**config.mk**
```make
export PLATFORM = sky130hd
export DESIGN_NAME = tsq_core
export DESIGN_NICKNAME = d
export VERILOG_FILES = /design/src/hw/tsq_pkg.sv /design/src/hw/tsq_core.sv /design/src/hw/tsq_trig_detect.sv
export SDC_FILE = /design/constraint.sdc
export NUM_CORES = 1
export LEC_CHECK = 0
export ABC_AREA = 1
export ABC_CLOCK_PERIOD_IN_PS = 2950
export BUFFER_PORTS_ARGS = -buffer_cell sky130_fd_sc_hd__clkbuf_2
export CAP_MARGIN = 20
export CORE_MARGIN = 1.5
export CORE_UTILIZATION = 35
export DETAILED_ROUTE_END_ITERATION = 8
export HOLD_SLACK_MARGIN = 0.03
export SETUP_SLACK_MARGIN = 0.05
export SLEW_MARGIN = 20
export SYNTH_ARGS = -nofsm -noshare
export SYNTH_HDL_FRONTEND = slang
export SYNTH_HIERARCHICAL = 1
export SYNTH_SLANG_ARGS = --single-unit
```
**constraint.sdc**
```tcl
create_clock -name core_clk -period 2.95 [get_ports core_clk]
set_clock_uncertainty 0.2 [all_clocks]
set_input_delay 0.59 -clock core_clk [delete_from_list [all_inputs] [get_ports core_clk]]
set_output_delay 0.59 -clock core_clk [all_outputs]
set_load 0.01 [all_outputs]
```
**src/hw/tsq_pkg.sv**
```systemverilog
package tsq_pkg;

  // ****************************************************************
  // Register map (word addresses on the plain register port)
  // ****************************************************************
  localparam logic [3:0]  TSQ_ADDR_CONTROL  = 4'h0;
  localparam logic [3:0]  TSQ_ADDR_T0_LIMIT = 4'h1;
  localparam logic [3:0]  TSQ_ADDR_T1_LIMIT = 4'h2;
  localparam logic [3:0]  TSQ_ADDR_STATUS   = 4'h3;

  // Control register fields
  localparam int          TSQ_CTL_ENABLE_BIT = 15;
  localparam int          TSQ_CTL_START_BIT  = 7;
  localparam int          TSQ_CTL_MODE_LSB   = 0;

  localparam logic [15:0] TSQ_LIMIT_RESET   = 16'h0000;
  localparam logic [1:0]  TSQ_MODE_RESET    = 2'h0;

  // ****************************************************************
  // Step command codes
  // ****************************************************************
  localparam logic [3:0]  TSQ_CMD_WAIT_HIGH = 4'h4;
  localparam logic [3:0]  TSQ_CMD_WAIT_LOW  = 4'h5;
  localparam logic [3:0]  TSQ_CMD_TIMER0    = 4'h6;
  localparam logic [3:0]  TSQ_CMD_TIMER1    = 4'h7;

  typedef struct packed {
    logic [3:0]  addr;
    logic [15:0] wdata;
    logic        wr;
    logic        rd;
  } tsq_bus_req_type;

  typedef struct packed {
    logic        level_detect;
    logic        skip_delay;
  } tsq_mode_type;

  function automatic tsq_mode_type tsq_decode_mode(input logic [1:0] m);
    tsq_mode_type r;
    r.level_detect = m[1];
    r.skip_delay   = m[0];
    return r;
  endfunction : tsq_decode_mode

endpackage : tsq_pkg

```
**src/hw/tsq_core.sv**
```systemverilog
// Behaviour
// [RULE1] Mode 11: level detect, no step delay; mode 10: level detect, delay.
// [RULE2] Mode 01: edge detect, no step delay; mode 00: edge detect, delay.
// [RULE3] Trigger mode affects only the wait-high and wait-low commands.
// [RULE4] Timer-zero limit, 16 bits, zero at reset, used by its command.
// [RULE5] Timer-one limit, 16 bits, zero at reset, used by its command.
// [RULE6] Limits are read-only while enable and start are both one.
// [RULE7] Software keeps single-step mode for debugging tools only.
// [RULE8] Writes while read-only are ignored; old values stay readable.
module tsq_core
  import tsq_pkg::*;
(
  input  wire logic        core_clk,
  input  wire logic        reset,
  input  wire logic [3:0]  addr,
  input  wire logic [15:0] wdata,
  input  wire logic        wr,
  input  wire logic        rd,
  output logic      [15:0] rdata,
  input  wire logic        cmd_valid,
  input  wire logic [3:0]  cmd_code,
  input  wire logic        trig_in,
  output logic             cmd_done,
  output logic             step_delay_req,
  output logic      [15:0] timer_limit,
  output logic             timer_limit_valid
);

  // ****************************************************************
  // State
  // ****************************************************************
  typedef struct packed {
    logic        enable;
    logic        start;
    logic [1:0]  mode;
    logic [15:0] t0_limit;
    logic [15:0] t1_limit;
    logic [15:0] rdata;
    logic        done;
    logic        delay;
    logic [15:0] tlim;
    logic        tvalid;
  } tsq_state_type;

  tsq_state_type state;
  tsq_state_type next_state;
  logic          locked;
  logic          is_wait;
  logic          hit;
  tsq_mode_type  md;

  assign locked  = state.enable && state.start; // RULE6
  assign is_wait = cmd_valid && (cmd_code == TSQ_CMD_WAIT_HIGH ||
                                 cmd_code == TSQ_CMD_WAIT_LOW);
  assign md      = tsq_decode_mode(state.mode);

  tsq_trig_detect u_det (
    .core_clk     (core_clk),
    .reset        (reset),
    .arm          (is_wait && locked),
    .want_high    (cmd_code == TSQ_CMD_WAIT_HIGH),
    .level_detect (md.level_detect),
    .trig_in      (trig_in),
    .hit          (hit)
  );

  // ****************************************************************
  // Next state
  // ****************************************************************
  always_comb begin
    next_state        = state;
    next_state.rdata  = '0;
    next_state.done   = 1'b0;
    next_state.delay  = 1'b0;
    next_state.tvalid = 1'b0;
    if (wr) begin
      unique case (addr)
        TSQ_ADDR_CONTROL: begin
          next_state.enable = wdata[TSQ_CTL_ENABLE_BIT];
          next_state.start  = wdata[TSQ_CTL_START_BIT];
          next_state.mode   = wdata[TSQ_CTL_MODE_LSB +: 2];
        end
        TSQ_ADDR_T0_LIMIT: begin
          if (!locked) begin // RULE6 RULE8
            next_state.t0_limit = wdata;
          end
        end
        TSQ_ADDR_T1_LIMIT: begin
          if (!locked) begin // RULE6 RULE8
            next_state.t1_limit = wdata;
          end
        end
        default: begin
        end
      endcase
    end
    if (rd) begin
      unique case (addr)
        TSQ_ADDR_CONTROL: begin
          next_state.rdata[TSQ_CTL_ENABLE_BIT] = state.enable;
          next_state.rdata[TSQ_CTL_START_BIT]  = state.start;
          next_state.rdata[TSQ_CTL_MODE_LSB +: 2] = state.mode;
        end
        TSQ_ADDR_T0_LIMIT: next_state.rdata = state.t0_limit; // RULE8
        TSQ_ADDR_T1_LIMIT: next_state.rdata = state.t1_limit; // RULE8
        TSQ_ADDR_STATUS:   next_state.rdata = {15'h0000, locked};
        default:           next_state.rdata = '0;
      endcase
    end
    // Wait commands finish on trigger; mode picks the exit delay
    if (hit) begin
      next_state.done  = 1'b1;
      next_state.delay = !md.skip_delay; // RULE1 RULE2 RULE3
    end
    // Timer commands hand their limit to the timer; delay as normal
    if (cmd_valid && locked && cmd_code == TSQ_CMD_TIMER0) begin
      next_state.tlim   = state.t0_limit; // RULE4
      next_state.tvalid = 1'b1;
      next_state.done   = 1'b1;
      next_state.delay  = 1'b1; // RULE3
    end
    if (cmd_valid && locked && cmd_code == TSQ_CMD_TIMER1) begin
      next_state.tlim   = state.t1_limit; // RULE5
      next_state.tvalid = 1'b1;
      next_state.done   = 1'b1;
      next_state.delay  = 1'b1; // RULE3
    end
  end

  always_ff @(posedge core_clk or posedge reset) begin
    if (reset) begin
      state          <= '0;
      state.mode     <= TSQ_MODE_RESET;
      state.t0_limit <= TSQ_LIMIT_RESET; // RULE4
      state.t1_limit <= TSQ_LIMIT_RESET; // RULE5
    end else begin
      state <= next_state;
    end
  end

  assign rdata             = state.rdata;
  assign cmd_done          = state.done;
  assign step_delay_req    = state.delay;
  assign timer_limit       = state.tlim;
  assign timer_limit_valid = state.tvalid;
endmodule : tsq_core

```
**src/hw/tsq_trig_detect.sv**
```systemverilog
module tsq_trig_detect
  import tsq_pkg::*;
(
  input  wire logic core_clk,
  input  wire logic reset,
  input  wire logic arm,
  input  wire logic want_high,
  input  wire logic level_detect,
  input  wire logic trig_in,
  output logic      hit
);

  typedef struct packed {
    logic prev;
  } tsq_det_state_type;

  tsq_det_state_type state;
  tsq_det_state_type next_state;
  logic              lvl;

  always_comb begin
    next_state      = state;
    next_state.prev = trig_in;
    lvl             = (trig_in == want_high);
    if (level_detect) begin
      hit = arm && lvl;
    end else begin
      // Edge mode needs a transition into the wanted level
      hit = arm && lvl && (state.prev != trig_in);
    end
  end

  always_ff @(posedge core_clk or posedge reset) begin
    if (reset) begin
      state <= '0;
    end else begin
      state <= next_state;
    end
  end

endmodule : tsq_trig_detect

```
==> impl_metrics.ini <==
[outcome]
status = complete, no violations

[timing]
fin_ws_ns = 0.956
rsz0062_at_grt = no
post-route-min-period_ns = 1.99
post-route-period-util_pct = 67.6
final_max_slew_viol_count = 0
worstMarginPinSlew_ns = 0.694
hold_violations = 0
fmax_mhz = 501
fin_setup_tns_ns = 0
max_slew_margin_pct = 53.7
setup_viol = 0

[power_and_ir_drop]
powerDensity_nw_per_um2 = 581
p_leak_uw = 0.00215
irDropWorstVdd_uv = 208

[finish]
n_antenna_cell = 0
synthToLayoutAreaGrowth_pct = 11.4
final_area_um2 = 3950
fin_util_pct = 40.4
fin_nets = 493
layout-drive-gt1-share_pct = 21.4

[routing]
ant_nets = 0
drt_iter0_drc = 171
routed-wl-met3_um = 406
dr.pass1.iters = 5
drc = 0
detail_route.wl_per_cell_um = 13.0
wl_met2_mm = 3.38
m1WireLength_mm = 3.89
vias_per_cell = 4.59
maxUsedRoutingLayer = met4
vias = 2760
routed_wl_mm = 7.78

[critical_path]
reg2reg_to = state[42]
crit_fanout = 25
rr_worst_depth = 7
critical_path.cell_chain = nand2_2, inv_1, nor2_4, buf_4, nand2_1, nand2_1, o21ai_1
timing.rr.start = state[70]
cpMaxStageDelayCell = nand2_1
critPathMaxStageDelay_ns = 0.42
rrSetupSlack_ns = 0.96
critical_path_required_ns = 2.97
arrival_ns = 2.01
cp-end-kind = flip-flop
cp-start-kind = flip-flop
critPathKind = flip-flop to flip-flop
crit_top_cell = nand2_1
cp_top_family = simple AND/OR/NAND/NOR gates
path_buf_inv = 2

[synth]
synthTopCellsByCount = nand2_1 (121), nand3_1 (103), dfrtp_1 (72)
syn_area_um2 = 3540
ys.flop_type = dfrtp_1
synth_area_leader_cell = dfrtp_1
ys_types = 19
ys_async_sr_fraction_pct = 100
synth_cells = 433
ys_seq_area_share_pct = 50.9
synth_most_common_cell = nand2_1
synth_edf_count = 0
netlist_top_cells_area = dfrtp_1 (51%), nand3_1 (15%), nand2_1 (13%), buf_4 (7.2%), inv_1 (3.9%)
ys_ff_latch = 72
yosys_warnings = 6
synth_top_area_share_pct = 50.9
synth_fp_nets = 463
syn_avg_cell_area_um2 = 8.18

[place]
dpl-instance-area_um2 = 3740
port_buffers = 64
dpl.hpwl_mm = 5.66
dp_slack_ns = 0.742
gp_congestion = 0.829

[floorplan]
die_y_um = 104
core_area_um2 = 9770
io_pins = 65
start_util_pct = 36.2
die-area_um2 = 10700
placementRows = 36
fp.dieW_um = 104

[global_route]
grt-ovfl-total = 0
grt_max_degree = 40
grt.total_usage_pct = 15.2
antenna_found_initial = 0
grt_pass1_wl_mm = 13.0
grt_pass1_vias = 2657

[clocking]
clockBufferDepth = 2
h-tree-depth = 3
post_cts_buffers = 0
insertion_delay_ns = 0.35
cts_tree = built
cts_num_sinks = 72
ctsResizeCount = 0
hold_buffers = 1
path_clk_slew_ns = 0.07
cts_buffers = 9
cts-root-buf = clkbuf_8

[min_path]
holdPathStages = 1
hold_class = input pin to flip-flop
holdPathEnd = u_det/state
min-delay-start = trig_in

[run]
cap_viol_max_count = 0
-- layout make-up --
class / instances / area (um^2)
clock buffers: 11 / 141
clock inverters: 5 / 56.3
fillers: 1030 / 5830
inverters: 38 / 143
multi-input cells: 271 / 1250
flip-flops and latches: 72 / 1800
well taps: 133 / 166
repair buffers: 71 / 388
-- how the worst max path moves through the flow --
stage	start	end	slack (ns)	cells after the start
2_1_floorplan	reset	cmd_done	0.36	1
3_3_place_gp	addr[3]	state[36]	0.78	8
3_5_place_dp	addr[3]	state[58]	0.74	8
4_1_cts	state[70]	state[36]	0.96	7
5_1_grt	state[69]	state[50]	0.74	7
6_report	state[70]	state[42]	0.96	7
-- power by group --
part	total (uW)	internal [uW]	leakage, uW	switching [uW]
registers	1230	1110	0.000955	117
clock network	776	412	0.0000993	364
logic	285	109	0.00109	176
total	2290	1640	0.00215	657
-- state kept, by name, summed over array words and instances, names as in the netlist --
| signal | cells |
|---|---|
| rdata | 16 |
| md | 2 |
| timer_limit | 16 |
| cmd_done | 1 |
| u_det/state | 1 |
| step_delay_req | 1 |
| state | 34 |
| timer_limit_valid | 1 |
-- metrics by stage --
step | total power, uW | std cells | hold WS (ns)
2_1_floorplan | 1440 | 433 | 0.119
3_3_place_gp | 1520 | 584 | 0.227
3_5_place_dp | 1530 | 584 | 0.230
4_1_cts | 2320 | 601 | 0.182
5_1_grt | 2420 | 601 | 0.190
6_report | 2290 | 601 | 0.204
-- metal layers --
| layer | vias to the layer above | global-route usage, % |
|---|---|---|
| li1 | 1414 | - |
| met1 | 1259 | 21.7 |
| met2 | 79 | 21.5 |
| met3 | 8 | 3.71 |
| met4 | 0 | 7.44 |
| met5 | - | 0 |
-- cell usage in the layout, fill, tap and decap left out --
| cell | n |
|---|---|
| or2_2 | 1 |
| o21ai_1 | 8 |
| clkinvlp_4 | 1 |
| dfrtp_1 | 72 |
| a21oi_1 | 12 |
| nand2_1 | 121 |
| bufinv_16 | 1 |
| nor3_1 | 1 |
| dlygate4sd3_1 | 1 |
| nor2_2 | 1 |
| clkinv_4 | 1 |
| nor2_4 | 7 |
| buf_4 | 5 |
| clkinv_2 | 2 |
| nor2_1 | 8 |
| inv_1 | 36 |
| clkbuf_8 | 10 |
| inv_2 | 2 |
| buf_12 | 1 |
| clkbuf_2 | 64 |
| o21ai_0 | 4 |
| o211ai_1 | 1 |
| clkbuf_1 | 1 |
| nand3_1 | 103 |
| nand2_2 | 4 |
-- cells by family after synthesis --
logic type	synth area share, %
AOI/OAI and AO/OA	3.60
buffers and inverters	13.9
DFF	50.9
and+or+nand+nor	31.6
No activity file was read; power rests on OpenSTA's default activity.
